`src/include/sxh_cfg.svh`:
```
// Constants for the two-wire sensor bus controller.
`ifndef SXH_CFG_SVH
`define SXH_CFG_SVH

// -----------------------------------------------------------------------------
// Bus constants
// -----------------------------------------------------------------------------
`define SXH_TARGET_ADDR 7'h57
`define SXH_DIR_WRITE 1'b0
`define SXH_DIR_READ 1'b1
`define SXH_BITS_PER_BYTE 4'h8
`define SXH_MSB 3'h7
`define SXH_MAX_RETRY 4'h3

// -----------------------------------------------------------------------------
// Timing: quarter of a 400 kHz bit, 625 ns, at 40 MHz clock (25 ns).
// -----------------------------------------------------------------------------
`define SXH_SCL_HZ 400000
`define SXH_MCLK_HZ 40000000
`define SXH_QTR_CYC ((`SXH_MCLK_HZ + 4 * `SXH_SCL_HZ - 1) / (4 * `SXH_SCL_HZ))
`define SXH_QTR_W 8

`endif

```
`src/include/sxh_pkg.sv`:
```
// Types for the two-wire sensor bus controller.
package sxh_pkg;

  // Bit-level engine states, one-hot.
  typedef enum logic [6:0] {
    SXH_B_IDLE  = 7'h01,
    SXH_B_START = 7'h02,
    SXH_B_BIT   = 7'h04,
    SXH_B_STOP  = 7'h08,
    SXH_B_RSTRT = 7'h10,
    SXH_B_DONE  = 7'h20,
    SXH_B_HOLD  = 7'h40
  } sxh_bit_e;

  // Transaction states, one-hot.
  typedef enum logic [7:0] {
    SXH_T_IDLE  = 8'h01,
    SXH_T_ADDRW = 8'h02,
    SXH_T_REG   = 8'h04,
    SXH_T_WDATA = 8'h08,
    SXH_T_RSTRT = 8'h10,
    SXH_T_ADDRR = 8'h20,
    SXH_T_RDATA = 8'h40,
    SXH_T_STOP  = 8'h80
  } sxh_txn_e;

  // Bit engine commands.
  typedef enum logic [2:0] {
    SXH_C_START = 3'h0,
    SXH_C_BYTEW = 3'h1,
    SXH_C_BYTER = 3'h2,
    SXH_C_STOP  = 3'h3,
    SXH_C_RSTRT = 3'h4
  } sxh_cmd_e;

endpackage

```
`src/logic/sxh_bit.sv`:
```
// Bit engine: START, STOP, repeated START and nine-bit byte frames.
`timescale 1ns/1ps
`default_nettype none
`include "sxh_cfg.svh"

module sxh_bit (
  // Clock and control
  input wire logic mclk,
  input wire logic sys_rst,
  input wire logic ce,
  // Command side
  input wire logic cmd_valid,
  input wire sxh_pkg::sxh_cmd_e cmd,
  input wire logic [7:0] tx_byte,
  input wire logic tx_ack_n,
  output logic done,
  output logic [7:0] rx_byte,
  output logic rx_ack_n,
  output logic busy,
  // Synchronised SDA level
  input wire logic sda_s,
  // Line drive, enables low while pulling low
  output logic scl_oe_n,
  output logic sda_oe_n
);

  sxh_pkg::sxh_bit_e st_q;
  sxh_pkg::sxh_cmd_e cmd_q;
  logic [`SXH_QTR_W-1:0] tick_q;
  logic [1:0] ph_q;
  logic [3:0] bit_q;
  logic [8:0] sh_q;
  logic qtr;

  assign qtr = (tick_q == `SXH_QTR_W'(`SXH_QTR_CYC - 1));
  assign busy = (st_q != sxh_pkg::SXH_B_IDLE) && (st_q != sxh_pkg::SXH_B_HOLD);

  // Quarter-bit timer paces every phase at 400 kHz. The idle clear sits
  // under the enable too, so a frozen block keeps its timer untouched.
  always_ff @(posedge mclk)
  begin
    if (sys_rst)
      tick_q <= '0;
    else if (ce)
      tick_q <= (qtr || !busy) ? '0 : tick_q + 1'b1;
  end

  // Phase sequencing; each condition and each data bit uses four quarters. Between commands SCL
  // is held low (HOLD), except after STOP, so the target never sees a stray condition.
  always_ff @(posedge mclk)
  begin
    if (sys_rst)
    begin
      st_q <= sxh_pkg::SXH_B_IDLE;
      cmd_q <= sxh_pkg::SXH_C_STOP;
      ph_q <= 2'h0;
      bit_q <= 4'h0;
      sh_q <= 9'h1ff;
      scl_oe_n <= 1'b1;
      sda_oe_n <= 1'b1;
      done <= 1'b0;
      rx_byte <= 8'h00;
      rx_ack_n <= 1'b1;
    end
    else if (ce)
    begin
      done <= 1'b0;
      case (st_q)
        sxh_pkg::SXH_B_IDLE, sxh_pkg::SXH_B_HOLD:
        begin
          if (cmd_valid)
          begin
            cmd_q <= cmd;
            ph_q <= 2'h0;
            bit_q <= 4'h0;
            sh_q <= (cmd == sxh_pkg::SXH_C_BYTER) ? {8'hff, tx_ack_n} : {tx_byte, 1'b1};
            case (cmd)
              sxh_pkg::SXH_C_START: st_q <= sxh_pkg::SXH_B_START;
              sxh_pkg::SXH_C_STOP: st_q <= sxh_pkg::SXH_B_STOP;
              sxh_pkg::SXH_C_RSTRT: st_q <= sxh_pkg::SXH_B_RSTRT;
              default: st_q <= sxh_pkg::SXH_B_BIT;
            endcase
          end
        end
        sxh_pkg::SXH_B_START:
        begin
          // SDA falls mid SCL-high, SCL falls afterwards.
          if (qtr)
          begin
            ph_q <= ph_q + 2'h1;
            case (ph_q)
              2'h0: sda_oe_n <= 1'b1;
              2'h1: sda_oe_n <= 1'b0;
              2'h2: scl_oe_n <= 1'b0;
              default: st_q <= sxh_pkg::SXH_B_DONE;
            endcase
          end
        end
        sxh_pkg::SXH_B_RSTRT:
        begin
          // Release SDA with SCL low, raise SCL, then pull SDA: new start.
          if (qtr)
          begin
            ph_q <= ph_q + 2'h1;
            case (ph_q)
              2'h0: sda_oe_n <= 1'b1;
              2'h1: scl_oe_n <= 1'b1;
              2'h2: sda_oe_n <= 1'b0;
              default:
              begin
                scl_oe_n <= 1'b0;
                st_q <= sxh_pkg::SXH_B_DONE;
              end
            endcase
          end
        end
        sxh_pkg::SXH_B_STOP:
        begin
          // SDA low, SCL up, then SDA rises; any following start pulls SDA at
          // least three quarters later, within the same SCL high interval.
          if (qtr)
          begin
            ph_q <= ph_q + 2'h1;
            case (ph_q)
              2'h0: sda_oe_n <= 1'b0;
              2'h1: scl_oe_n <= 1'b1;
              2'h2: sda_oe_n <= 1'b1;
              default: st_q <= sxh_pkg::SXH_B_DONE;
            endcase
          end
        end
        sxh_pkg::SXH_B_BIT:
        begin
          // Data changes with SCL low and holds through SCL high.
          if (qtr)
          begin
            ph_q <= ph_q + 2'h1;
            case (ph_q)
              2'h0: sda_oe_n <= sh_q[8];
              2'h1: scl_oe_n <= 1'b1;
              2'h2: sh_q <= {sh_q[7:0], sda_s};
              default:
              begin
                scl_oe_n <= 1'b0;
                bit_q <= bit_q + 4'h1;
                if (bit_q == `SXH_BITS_PER_BYTE)
                begin
                  rx_byte <= sh_q[8:1];
                  rx_ack_n <= sh_q[0];
                  st_q <= sxh_pkg::SXH_B_DONE;
                end
              end
            endcase
          end
        end
        default:
        begin
          // Report completion; leave SCL low unless the bus was freed.
          done <= 1'b1;
          if (cmd_q == sxh_pkg::SXH_C_STOP)
            st_q <= sxh_pkg::SXH_B_IDLE;
          else
          begin
            sda_oe_n <= (cmd_q == sxh_pkg::SXH_C_BYTEW || cmd_q == sxh_pkg::SXH_C_BYTER) ?
                        1'b0 : sda_oe_n;
            st_q <= sxh_pkg::SXH_B_HOLD;
          end
        end
      endcase
    end
  end

endmodule // sxh_bit

`default_nettype wire

```
`src/logic/sxh_host.sv`:
```
// Controller that writes and reads the sensor register bank over two wires.
`timescale 1ns/1ps
`default_nettype none
`include "sxh_cfg.svh"

module sxh_host (
  // Clock and control
  input wire logic mclk,
  input wire logic sys_rst,
  input wire logic ce,
  // Request side
  input wire logic req_valid,
  input wire logic req_read,
  input wire logic [7:0] req_reg,
  input wire logic [7:0] req_len,
  output logic req_ready,
  // Write data, one byte per wr_take pulse
  input wire logic [7:0] wr_data,
  output logic wr_take,
  // Read data
  output logic [7:0] rd_data,
  output logic rd_valid,
  // Completion
  output logic txn_done,
  output logic txn_err,
  // Serial clock pin
  input wire logic scl_i,
  output logic scl_o,
  output logic scl_oe_n,
  // Serial data pin
  input wire logic sda_i,
  output logic sda_o,
  output logic sda_oe_n
);

  // ---------------------------------------------------------------------------
  // Pin synchronisers
  // ---------------------------------------------------------------------------
  logic [1:0] sda_sync_q;
  logic [1:0] scl_sync_q;
  logic scl_seen_q;

  // Two flops on each pin; only the second stage is read.
  always_ff @(posedge mclk)
  begin
    if (sys_rst)
    begin
      sda_sync_q <= 2'h3;
      scl_sync_q <= 2'h3;
    end
    else if (ce)
    begin
      sda_sync_q <= {sda_sync_q[0], sda_i};
      scl_sync_q <= {scl_sync_q[0], scl_i};
    end
  end

  // ---------------------------------------------------------------------------
  // Bit engine
  // ---------------------------------------------------------------------------
  logic cmd_valid_q;
  sxh_pkg::sxh_cmd_e cmd_q;
  logic [7:0] tx_q;
  logic tx_ack_n_q;
  logic b_done;
  logic [7:0] b_rx;
  logic b_ack_n;
  logic b_scl_oe_n;
  logic b_sda_oe_n;

  sxh_bit u_bit (
    .mclk(mclk),
    .sys_rst(sys_rst),
    .ce(ce),
    .cmd_valid(cmd_valid_q),
    .cmd(cmd_q),
    .tx_byte(tx_q),
    .tx_ack_n(tx_ack_n_q),
    .done(b_done),
    .rx_byte(b_rx),
    .rx_ack_n(b_ack_n),
    .busy(),
    .sda_s(sda_sync_q[1]),
    .scl_oe_n(b_scl_oe_n),
    .sda_oe_n(b_sda_oe_n)
  );

  // Pins are open drain: output level is always low, enable low pulls.
  always_ff @(posedge mclk)
  begin
    if (sys_rst)
    begin
      scl_o <= 1'b0;
      sda_o <= 1'b0;
      scl_oe_n <= 1'b1;
      sda_oe_n <= 1'b1;
    end
    else if (ce)
    begin
      scl_oe_n <= b_scl_oe_n;
      sda_oe_n <= b_sda_oe_n;
    end
  end

  // ---------------------------------------------------------------------------
  // Transaction sequencer
  // ---------------------------------------------------------------------------
  sxh_pkg::sxh_txn_e st_q;
  logic rd_q;
  logic [7:0] reg_q;
  logic [7:0] left_q;
  logic [3:0] retry_q;
  logic wait_q;
  logic err_q;

  // Address byte: seven target bits then the direction bit, MSB first.
  function automatic logic [7:0] addr_byte(input logic dir);
    addr_byte = {`SXH_TARGET_ADDR, dir};
  endfunction

  // Issue a bit-engine command and wait for its completion.
  always_ff @(posedge mclk)
  begin
    if (sys_rst)
    begin
      st_q <= sxh_pkg::SXH_T_IDLE;
      cmd_valid_q <= 1'b0;
      cmd_q <= sxh_pkg::SXH_C_STOP;
      tx_q <= 8'h00;
      tx_ack_n_q <= 1'b1;
      rd_q <= 1'b0;
      reg_q <= 8'h00;
      left_q <= 8'h00;
      retry_q <= 4'h0;
      wait_q <= 1'b0;
      err_q <= 1'b0;
      req_ready <= 1'b0;
      wr_take <= 1'b0;
      rd_data <= 8'h00;
      rd_valid <= 1'b0;
      txn_done <= 1'b0;
      txn_err <= 1'b0;
    end
    else if (ce)
    begin
      cmd_valid_q <= 1'b0;
      wr_take <= 1'b0;
      rd_valid <= 1'b0;
      txn_done <= 1'b0;
      req_ready <= 1'b0;
      case (st_q)
        sxh_pkg::SXH_T_IDLE:
        begin
          req_ready <= !req_valid && scl_seen_q && sda_sync_q[1];
          if (req_valid && req_ready)
          begin
            rd_q <= req_read;
            reg_q <= req_reg;
            left_q <= (req_len == 8'h00) ? 8'h01 : req_len;
            retry_q <= 4'h0;
            err_q <= 1'b0;
            req_ready <= 1'b0;
            // Every access, read or write, opens with a write phase.
            cmd_q <= sxh_pkg::SXH_C_START;
            cmd_valid_q <= 1'b1;
            wait_q <= 1'b1;
            st_q <= sxh_pkg::SXH_T_ADDRW;
          end
        end
        default:
        begin
          if (!wait_q)
          begin
            cmd_valid_q <= 1'b1;
            wait_q <= 1'b1;
          end
          else if (b_done)
          begin
            wait_q <= 1'b0;
            case (st_q)
              sxh_pkg::SXH_T_ADDRW:
              begin
                if (cmd_q == sxh_pkg::SXH_C_START)
                begin
                  cmd_q <= sxh_pkg::SXH_C_BYTEW;
                  tx_q <= addr_byte(`SXH_DIR_WRITE);
                end
                else if (b_ack_n)
                begin
                  // No acknowledge: free the bus and try again.
                  err_q <= 1'b1;
                  cmd_q <= sxh_pkg::SXH_C_STOP;
                  st_q <= sxh_pkg::SXH_T_STOP;
                end
                else
                begin
                  tx_q <= reg_q;
                  st_q <= sxh_pkg::SXH_T_REG;
                end
              end
              sxh_pkg::SXH_T_REG, sxh_pkg::SXH_T_WDATA:
              begin
                if (b_ack_n)
                begin
                  err_q <= 1'b1;
                  cmd_q <= sxh_pkg::SXH_C_STOP;
                  st_q <= sxh_pkg::SXH_T_STOP;
                end
                else if (rd_q)
                begin
                  cmd_q <= sxh_pkg::SXH_C_RSTRT;
                  st_q <= sxh_pkg::SXH_T_RSTRT;
                end
                else if (st_q == sxh_pkg::SXH_T_WDATA && left_q == 8'h01)
                begin
                  cmd_q <= sxh_pkg::SXH_C_STOP;
                  st_q <= sxh_pkg::SXH_T_STOP;
                end
                else
                begin
                  // Target fills consecutive registers from the pointer.
                  if (st_q == sxh_pkg::SXH_T_WDATA)
                    left_q <= left_q - 8'h01;
                  tx_q <= wr_data;
                  wr_take <= 1'b1;
                  st_q <= sxh_pkg::SXH_T_WDATA;
                end
              end
              sxh_pkg::SXH_T_RSTRT:
              begin
                cmd_q <= sxh_pkg::SXH_C_BYTEW;
                tx_q <= addr_byte(`SXH_DIR_READ);
                st_q <= sxh_pkg::SXH_T_ADDRR;
              end
              sxh_pkg::SXH_T_ADDRR:
              begin
                if (b_ack_n)
                begin
                  err_q <= 1'b1;
                  cmd_q <= sxh_pkg::SXH_C_STOP;
                  st_q <= sxh_pkg::SXH_T_STOP;
                end
                else
                begin
                  // Acknowledge all but the final byte.
                  cmd_q <= sxh_pkg::SXH_C_BYTER;
                  tx_ack_n_q <= (left_q == 8'h01);
                  st_q <= sxh_pkg::SXH_T_RDATA;
                end
              end
              sxh_pkg::SXH_T_RDATA:
              begin
                // Bytes come from successive registers, or repeat the FIFO.
                rd_data <= b_rx;
                rd_valid <= 1'b1;
                left_q <= left_q - 8'h01;
                if (left_q == 8'h01)
                begin
                  cmd_q <= sxh_pkg::SXH_C_STOP;
                  st_q <= sxh_pkg::SXH_T_STOP;
                end
                else
                  tx_ack_n_q <= (left_q == 8'h02);
              end
              default:
              begin
                // Bus freed; retry a refused transfer a bounded number of times.
                if (err_q && retry_q != `SXH_MAX_RETRY)
                begin
                  retry_q <= retry_q + 4'h1;
                  err_q <= 1'b0;
                  cmd_q <= sxh_pkg::SXH_C_START;
                  st_q <= sxh_pkg::SXH_T_ADDRW;
                end
                else
                begin
                  txn_done <= 1'b1;
                  txn_err <= err_q;
                  st_q <= sxh_pkg::SXH_T_IDLE;
                end
              end
            endcase
          end
        end
      endcase
    end
  end

  // Settled clock-line level; a request is only taken while the bus rests
  // high, so a line held low by a fault never gets a start squeezed in.
  always_ff @(posedge mclk)
  begin
    if (sys_rst)
      scl_seen_q <= 1'b1;
    else if (ce)
      scl_seen_q <= scl_sync_q[1];
  end

endmodule // sxh_host

`default_nettype wire

```
`config.mk`:
```
export PLATFORM = sky130hd
export DESIGN_NAME = sxh_host
export DESIGN_NICKNAME = d
export VERILOG_FILES = /design/src/include/sxh_pkg.sv /design/src/logic/sxh_bit.sv /design/src/logic/sxh_host.sv
export VERILOG_INCLUDE_DIRS = /design/src /design/src/include
export SDC_FILE = /design/constraint.sdc
export NUM_CORES = 1
export LEC_CHECK = 0
export ABC_AREA = 1
export BUFFER_PORTS_ARGS = -buffer_cell sky130_fd_sc_hd__buf_4
export CORE_ASPECT_RATIO = 0.9
export CORE_MARGIN = 5
export CORE_UTILIZATION = 35
export CTS_CLUSTER_DIAMETER = 60
export DETAILED_ROUTE_END_ITERATION = 8
export PLACE_DENSITY = 0.5
export SYNTH_ARGS = -nofsm -noshare
export SYNTH_HDL_FRONTEND = slang
export SYNTH_HIERARCHICAL = 1
export SYNTH_SLANG_ARGS = --single-unit
```
`constraint.sdc`:
```
create_clock -name mclk -period 3.5 [get_ports mclk]
set_input_delay 0.7 -clock mclk [delete_from_list [all_inputs] [get_ports mclk]]
set_output_delay 0.7 -clock mclk [all_outputs]
set_load 0.01 [all_outputs]
```
* After elaboration in Yosys (flattened, before gate mapping)
Index checks and enable logic that the tools add are counted.
Storage, ports and cells: word-level logic and storage cells 288, register bits 109, bits of input ports 31, output and inout port bits 17
Operators by class: eq/ne operators 65, $add $sub $neg 5, muxes and demuxes 125, reductions and logical operators 55, bitwise gates (word level) 5
Operators with widths (number):
- 2-to-1 mux 8 bit | 26
- 2-to-1 mux 7 bit | 7
- 2-to-1 mux 1 bit | 48
- case mux 8 bit (5 select lines) | 1
- 2-to-1 mux 4 bit | 9
- 2-to-1 mux 9 bit | 4
- 2-to-1 mux 3 bit | 11
- inequality test 2 bit, second input constant | 14
- case mux 8 bit (3 select lines) | 1
- case mux 7 bit (3 select lines) | 1
- AND reduction 7 bit | 3
- inequality test 2 x 1 -> 1 bit, second input constant | 10
- AND reduction 5 bit | 4
- case mux 9 bit (2 select lines) | 1
- AND reduction 6 bit | 3
- AND reduction 9 bit | 2
- equality test 8 x 1 -> 1 bit, second input constant | 2
- equality test 8 x 2 -> 1 bit, second input constant | 2
- equality test 8 x 5 -> 1 bit, second input constant | 2
- case mux 8 bit (2 select lines) | 1
- AND reduction 8 bit | 2
- inequality test 3 x 2 -> 1 bit, second input constant | 5
- inequality test 3 bit, second input constant | 5
- case mux 3 bit (5 select lines) | 1
- other kinds (52) | 90

* Logic depth before layout (Yosys ltp)
Gate-level depths: netlist of the first run.
depth in word-level cells 9, mapped depth 13

* Cells and area by module
The synthesis of the first run kept the hierarchy.
Modules (own cells, without submodules):
- sxh_host | seq. area each 1281.2 µm², area an instance 3544.6 µm², cells each 545, times used 1
- sxh_bit | seq. area each 900.9 µm², area an instance 2573.7 µm², cells each 380, times used 1

* Worst setup path before layout of the first run
Ideal clock, no wire load.
kind input port to flip-flop, start input ce, end register tx_q[3], arrival 1.516 ns, buffers on the path 0, cell stages on the path 9, slack 1.856 ns, data required time 3.372 ns, setup time 0.128 ns, path through nand3_1 > inv_1 > nand2_1 > nor2_1 > nand2_1 > nor2_2 > nand3_1 > nand2_1 > nor2_1
Between the ends: word-level cells in the longest chain between the ends 1
RTL lines:
- from (decl) | line sxh_host.sv:10 | input wire logic ce,
- AND reduction 9 bit (no line)
- to (signal assigned) | line sxh_host.sv:186 | tx_q <= addr_byte(`SXH_DIR_WRITE);
- to (signal assigned) | line sxh_host.sv:197 | tx_q <= reg_q;
- to (signal assigned) | line sxh_host.sv:224 | tx_q <= wr_data;
- to (decl) | line sxh_host.sv:63 | logic [7:0] tx_q;
No other way between the ends. A chain may end at the register's enable or synchronous reset.

==> results.env, run 1 <==
IRDROPWORSTVDD_mV=0.274
MOST_FREQUENTLY_USED_CELL_TYPE_IN_THE_POST_SYNTHESIS_NETLIST='sky130_fd_sc_hd__nand2_1'
PORTBUFFERS=45
CRITICAL_PATH_ARRIVAL_NS=2.34
SYNTH-EDFF-COUNT=0
CRITICAL_PATH_CLASS='flop to flop'
SYNTH-SEQ-CELLS=109
CTS-BUFFERS-INSERTED=9
CLOCKROOTBUFFER='sky130_fd_sc_hd__clkbuf_16'
SYNTHESIS.YOSYS.WARNINGS=6
POST-DP-HPWL_UM=12100
AVG_WL_PER_CELL_UM=13.6
DIE-WIDTH_UM=149
CLKSLEWWORSTSETUPHOLDPATHS_NS=0.07
SYNTH_TOP_AREA_SHARE=0.357
POSTSYNTHAREAPERCELL_UM2=6.61
TIGHTESTPINTRANSITION_NS=0.938
GRT_USE_TOTAL=0.166
SYN2LAYOUT_AREA_GROWTH_PCT=14.7
DRTPASS1ITERATIONS=5
YOSYSSEQAREASHARE=0.357
CPMAXSTAGEDELAYCELL='sky130_fd_sc_hd__nor2_4'
POST_DRT_VIA_CELL_RATIO=4.76
FLOORPLAN.INITIALDENSITY=0.360
TRITONCTS='yes'
LAYOUT.NETS=1003
GPL_WTD_CONG=0.816
ANTENNA_VIOLATING_NETS_POST_ROUTE=0
SETUP_TNS_NS=0
STATUS='finished clean'
SYNTH.TOP_CELLS.BY_COUNT='242 x sky130_fd_sc_hd__nand2_1, 129 x sky130_fd_sc_hd__nor2_1, 109 x sky130_fd_sc_hd__dfxtp_1, 94 x sky130_fd_sc_hd__inv_1, 81 x sky130_fd_sc_hd__nand3_1'
DIE_Y_UM=135
NUMBER_OF_CELL_ROWS=45
ROUTE.DETAILED.DRC=0
DIODES=0
TIMING.MAX_SLEW.REL_SLACK=0.374
POST_SYNTH_INST_COUNT=925
NUMCLOCKSINKS=109
CTS.PATH.MAX_BUFFERS=2
CP-START-KIND='flop'
SEQUENTIAL_CELL_AREA_UM2=2180
CTS_MAX_LEVEL=3
CP_MAX_FO=14
TOTALPOWERFINAL_W=0.00507
MAXCAPVIOLATIONS=0
SYNTHTOPCELLSBYAREA='sky130_fd_sc_hd__dfxtp_1 36%, sky130_fd_sc_hd__nand2_1 15%, sky130_fd_sc_hd__nor2_1 7.9%'
DRIVE_GT1_FRAC=0.133
SLEW_VIOL_FINAL=0
SYNTH_FLOP_CELL='sky130_fd_sc_hd__dfxtp_1'
GLOBALROUTEOVERFLOWTOTAL=0
POSTSYNTH.ASYNCRESETSHARE=0
CLOCK_LATENCY_NS=0.36
DRT_ITER0_DRC=434
DRT-TOTAL-WL_UM=16400
FIRST_GLOBAL_VIAS=5280
FIN_CRIT_NS=2.09
IOS=48
POST_CTS_RESIZED=0
CTS_POST_SETUP_BUFFERS_INSERTED=0
POWER.DENSITY_nW_PER_UM2=722
YOSYS.CELL_TYPES.COUNT=43
POWER_LEAKAGE_nW=3.17
PATH_CELLS='nor2_2 -> nand2_4 -> nor2_4 -> nand2_1 -> nand2_4 -> nor2_1 -> nand2_2 -> inv_2 -> o21ai_1 -> nor2_1'
FMAX_MHz=478
MULTI_INPUT_COMB_AREA_UM2=3430
HOLDCRITPATHCLASS='flop to flop'
SYNTH_AREA_UM2=6120
PATH_DELAY_FAMILY='simple AND/OR/NAND/NOR gates'
TIMING.CRITICAL_PATH.SLOWEST_CELL_DELAY_NS=0.37
TOTAL_NUMBER_OF_VIAS=5708
UNREPAIRED_SETUP_ENDPOINTS_AFTER_GLOBAL_ROUTING='no'
GRT_ANTENNA_BEFORE_REPAIR=0
CLOCK-SKEW-FINAL_NS=0.00983
SETUP_VIOLATIONS=0
CTS_HOLD_BUF=0
CRITPATHREQUIREDTIME_NS=3.75
MIN_PERIOD_OVER_PERIOD=0.597
GRT_MAX_DEGREE=33
CRITPATHBUFINV=1
CORE-AREA_UM2=17000
GRT_PASS1_WL_UM=27100
CRITPATHCAPTURETYPE='flop'
YOSYS_TOP_CELL_BY_AREA='sky130_fd_sc_hd__dfxtp_1'
HOLD_VIOLATIONS=0
DIE-AREA_UM2=20200
NUMBER_OF_INSERTED_FILLER_CELLS_IN_THE_FINAL_LAYOUT=1848
[placed cells by master, fill, tap and decap left out, drive strengths merged, types with 3 or more instances in the layout]
master / count
ha: 12
xnor2: 5
nor2: 151
bufinv: 4
o211ai: 4
o21bai: 3
nor3: 10
dfxtp: 109
o21ai: 66
nand3: 85
inv: 102
clkbuf: 10
or2: 6
buf: 48
xor2: 3
a21oi: 52
nand2: 259
nand4: 21
[layer usage]
metal,wire length [um],share of wire,global-route usage,up-vias
met5,0,0,0,-
met2,6540,0.40,0.240,103
met1,8930,0.55,0.252,2558
met4,105,0.0064,0.0264,0
met3,798,0.049,0.0378,7
li1,-,-,-,3040
[power by group]
| part | leakage (nW) | internal, W | switching [W] | total (W) |
|---|---|---|---|---|
| sequential | 0.886 | 0.00147 | 0.000230 | 0.00170 |
| clock | 0.169 | 0.000773 | 0.000487 | 0.00126 |
| combinational | 2.12 | 0.000692 | 0.00141 | 0.00210 |
[worst register-to-register path, cell delays in order (launching register included)]
cell and delay, ns:
sky130_fd_sc_hd__dfxtp_1 0.34, sky130_fd_sc_hd__nor2_2 0.23, sky130_fd_sc_hd__nand2_4 0.12, sky130_fd_sc_hd__nor2_4 0.37
sky130_fd_sc_hd__nand2_1 0.20, sky130_fd_sc_hd__nand2_4 0.15, sky130_fd_sc_hd__nor2_1 0.06, sky130_fd_sc_hd__nand2_2 0.18
sky130_fd_sc_hd__inv_2 0.11, sky130_fd_sc_hd__o21ai_1 0.13, sky130_fd_sc_hd__nor2_1 0.07
[kinds of logic after synthesis]
group,Yosys count,share of synthesized area
XOR/XNOR,8,0.0115
other,1,0.000613
buffers and inverters,128,0.0840
multiplexers,1,0.00164
adder cells (fa/ha/maj),12,0.0245
AND/OR/NAND/NOR,537,0.405
flip-flops,109,0.357
AO/OA/AOI/OAI,129,0.117
[per-stage QoR]
stage	std cells	hold slack (ns)	setup WS (ns)	area [um^2]	util
6_report	1200	0.452	1.41	7020	0.413
3_3_place_gp	1184	0.439	1.22	6650	0.391
2_1_floorplan	926	0.424	1.86	6120	-
3_5_place_dp	1184	0.442	1.19	6650	0.391
5_1_grt	1200	0.473	1.23	7020	0.413
4_1_cts	1200	0.454	1.40	7020	0.413
[sequential cells by signal, indices dropped and copies added (netlist names), 2 cells and up]
| register | cells |
|---|---|
| cmd_q | 3 |
| left_q | 8 |
| rd_data | 8 |
| reg_q | 8 |
| retry_q | 4 |
| scl_sync_q | 2 |
| sda_sync_q | 2 |
| st_q | 8 |
| tx_q | 8 |
| u_bit/bit_q | 4 |
| u_bit/cmd_q | 3 |
| u_bit/ph_q | 2 |
| u_bit/rx_byte | 8 |
| u_bit/sh_q | 9 |
| u_bit/st_q | 7 |
| u_bit/tick_q | 8 |
[worst paths after layout]
kind                                 startpoint                            end  slack, ns  cells after the start
hold / removal    u_bit/rx_byte[2]$_SDFFE_PP0P_  u_bit/rx_byte[2]$_SDFFE_PP0P_       0.45                      2
setup / recovery           st_q[4]$_SDFFE_PP0P_           st_q[4]$_SDFFE_PP0P_       1.41                     10
setup reg to reg           st_q[4]$_SDFFE_PP0P_           st_q[4]$_SDFFE_PP0P_       1.41                     10
hold reg to reg   u_bit/rx_byte[2]$_SDFFE_PP0P_  u_bit/rx_byte[2]$_SDFFE_PP0P_       0.45                      2
[area by class of cell]
class / instances / area share
multi-input cells: 689 / 0.488
flip-flops and latches: 109 / 0.311
inverters: 103 / 0.0558
repair buffers: 48 / 0.0513
well taps: 235 / 0.0419
clock buffers: 10 / 0.0326
clock inverters: 6 / 0.0193
(Power assumes the default switching activity.)
==> run 2: changes to the inputs <==
clock period = 2.1 ns   (was 3.5 ns; I/O delays follow)
==> results.env, run 2 (synthesis gave the netlist of run 1 again) <==
STATUS='finished clean'
CRITPATHREQUIREDTIME_NS=2.36  # -1.39 ns
CLOCK-SKEW-FINAL_NS=0.0106  # +0.000771 ns
GPL_WTD_CONG=0.853  # +4.5%
GRT_MAX_DEGREE=41  # +24%
PORTBUFFERS=45  # unchanged
ROUTE.DETAILED.DRC=0  # unchanged
DIODES=0  # unchanged
HOLD_VIOLATIONS=0  # unchanged
DRIVE_GT1_FRAC=0.148  # +0.0152
CTS_MAX_LEVEL=3  # unchanged
PATH_DELAY_FAMILY='simple AND/OR/NAND/NOR gates'
NUMBER_OF_INSERTED_FILLER_CELLS_IN_THE_FINAL_LAYOUT=1865  # +0.92%
GRT_ANTENNA_BEFORE_REPAIR=0  # unchanged
NUMPLACEDINSTANCES=1200  # +1.4%
AVG_WL_PER_CELL_UM=13.2  # -2.9%
IRDROPWORSTVDD_mV=0.522  # +90%
FLOORPLAN.INITIALDENSITY=0.360  # unchanged
RRSETUPSLACK_NS=0.26  # -1.15 ns
CLOCK_LATENCY_NS=0.36  # about the same
LAYOUT.CELLS.MOST_COMMON_LIST='242 x sky130_fd_sc_hd__nand2_1, 129 x sky130_fd_sc_hd__nor2_1, 109 x sky130_fd_sc_hd__dfxtp_1'
CRITPATHBUFINV=1  # unchanged
MIN_DELAY_WORST_ENDPOINT='scl_sync_q[0]$_SDFFE_PP1P_'
CLOCKROOTBUFFER='sky130_fd_sc_hd__clkbuf_16'
SYN2LAYOUT_AREA_GROWTH_PCT=15.7
CP-START-KIND='flop'
DRT-TOTAL-WL_UM=16100  # -1.7%
ANTENNA_VIOLATING_NETS_POST_ROUTE=0  # unchanged
SETUP_TNS_NS=0  # unchanged
REGMOSTFLOPS='u_bit/sh_q'
MOST_FREQUENT_CELL_ON_THE_CRITICAL_PATH='sky130_fd_sc_hd__nand2_4'
CRITPATHCAPTURETYPE='flop'
CAPTURE_POINT_OF_THE_WORST_REG_TO_REG_PATH='st_q[4]$_SDFFE_PP0P_'
TOTAL_NUMBER_OF_VIAS=5697  # -0.19%
CRITICAL_PATH_ARRIVAL_NS=2.10  # -0.24 ns
POST-DP-HPWL_UM=11900  # -1.6%
GRT_USE_TOTAL=0.164  # -0.00122
LAYOUT.NETS=1019  # +1.6%
NUMBER_OF_CELL_ROWS=45  # unchanged
CORE-AREA_UM2=17000  # unchanged
NUMCLOCKSINKS=109  # unchanged
CP_MAX_FO=15  # +1
DIE-AREA_UM2=20200  # unchanged
LAYOUT_COMMONEST_CELL='sky130_fd_sc_hd__nand2_1'
FIRST_GLOBAL_VIAS=5142  # -2.6%
DIE-WIDTH_UM=149  # unchanged
MIN_DELAY_STARTPOINT='scl_i'
SETUP_VIOLATIONS=0  # unchanged
GLOBALROUTEOVERFLOWTOTAL=0  # unchanged
DRTPASS1ITERATIONS=5  # unchanged
DIE_Y_UM=135  # unchanged
TIGHTESTPINTRANSITION_NS=0.530  # -0.408 ns
MAXCAPVIOLATIONS=0  # unchanged
FIN_WS_NS=0.261  # -1.15 ns
CTS-BUFFERS-INSERTED=9  # unchanged
POST_DRT_VIA_CELL_RATIO=4.69  # -1.5%
FF2FF_PATH_DEPTH=10  # unchanged
LARGEST_REG_FLOPS=9  # unchanged
CTS.PATH.MAX_BUFFERS=2  # unchanged
CRITICAL_PATH_CLASS='flop to flop'
HOLDCRITPATHCLASS='primary input to flop'
POWER_LEAKAGE_nW=3.23  # +1.7%
DRT_ITER0_DRC=371  # -15%
CPMAXSTAGEDELAYCELL='sky130_fd_sc_hd__dfxtp_1'
SLEW_VIOL_FINAL=0  # unchanged
TIMING.CRITICAL_PATH.SLOWEST_CELL_DELAY_NS=0.34  # -0.03 ns
TIMING.MAX_SLEW.REL_SLACK=0.646  # +0.272
POST_CTS_RESIZED=0  # unchanged
CTS_POST_SETUP_BUFFERS_INSERTED=0  # unchanged
TRITONCTS='yes'
CLKSLEWWORSTSETUPHOLDPATHS_NS=0.08  # about the same
GRT_PASS1_WL_UM=26700  # -1.4%
FMAX_MHz=544  # +14%
POWER.DENSITY_nW_PER_UM2=1150  # +59%
CTS_HOLD_BUF=0  # unchanged
HOLDWS_NS=0.272  # -0.180 ns
PRECTSSETUPSLACK_NS=0.275  # -0.912 ns
INSTANCES_NO_FILL=1216  # +1.3%
IOS=48  # unchanged
PATH_CELLS='nor2_2 -> nand2_4 -> inv_4 -> nand2_4 -> nand2_4 -> nand2_4 -> nor2_1 -> nand2_2 -> a31oi_1 -> nor2_1'
UNREPAIRED_SETUP_ENDPOINTS_AFTER_GLOBAL_ROUTING='no'
HOLDPATHSTAGES=3  # +1
FIN_CRIT_NS=1.84  # -0.252 ns
CRIT-REG2REG-LAUNCH='st_q[4]$_SDFFE_PP0P_'
MIN_PERIOD_OVER_PERIOD=0.876  # +0.278
==> run 2: cell count changes in the layout (fill, tap and decap cells not counted), sizes merged <==
cell and delta:
clkinv +1, inv +3, bufinv -4, buf +16
==> run 2: layout make-up <==
type,count,area (um^2),area share
multi-input combinational,689,3430,0.484
sequential,109,2180,0.308
timing repair buffer,64,480,0.0679
inverter,103,392,0.0553
tap,235,294,0.0415
clock buffer,10,239,0.0338
clock inverter,6,65.1,0.00919
==> run 2: worst max-delay path by stage <==
stage	start	end	slack, ns	cells past startpoint
global placement	cmd_q[0]$_SDFFE_PP1P_	tx_q[1]$_SDFFE_PP0P_	0.27	9
CTS	st_q[4]$_SDFFE_PP0P_	retry_q[2]$_SDFFE_PP0P_	0.25	12
floorplan	cmd_q[2]$_SDFFE_PP0P_	tx_q[3]$_SDFFE_PP0P_	0.52	8
detailed placement	st_q[4]$_SDFFE_PP0P_	retry_q[2]$_SDFFE_PP0P_	0.27	12
global route	st_q[1]$_SDFFE_PP0P_	tx_q[2]$_SDFFE_PP0P_	0.02	10
finish	st_q[4]$_SDFFE_PP0P_	st_q[4]$_SDFFE_PP0P_	0.26	10
==> run 2: where the power goes <==
group	switching, W	leakage [nW]	internal, W	total, W
clock network	0.000884	0.143	0.000875	0.00176
registers	0.000366	0.886	0.00245	0.00282
logic	0.00235	2.20	0.00122	0.00357
==> run 2: metal layers <==
| layer | global-route usage | part of all wire | wire length, um |
|---|---|---|---|
| met5 | 0 | 0 | 0 |
| met4 | 0.0330 | 0.0084 | 136 |
| met3 | 0.0375 | 0.047 | 753 |
| met2 | 0.238 | 0.41 | 6610 |
| met1 | 0.248 | 0.53 | 8600 |
==> run 2: metrics by stage <==
step | total power [W] | util | cell area [um^2]
floorplan | 0.00559 | - | 6120
global placement | 0.00644 | 0.398 | 6770
detailed placement | 0.00642 | 0.398 | 6770
CTS | 0.00823 | 0.416 | 7080
global route | 0.00886 | 0.416 | 7080
finish | 0.00815 | 0.416 | 7080
==> run 2: worst min-delay path: cells and delay by family <==
kind	cells	cell delay (ns)
buf+inv	1	0.08
simple gates	2	0.11
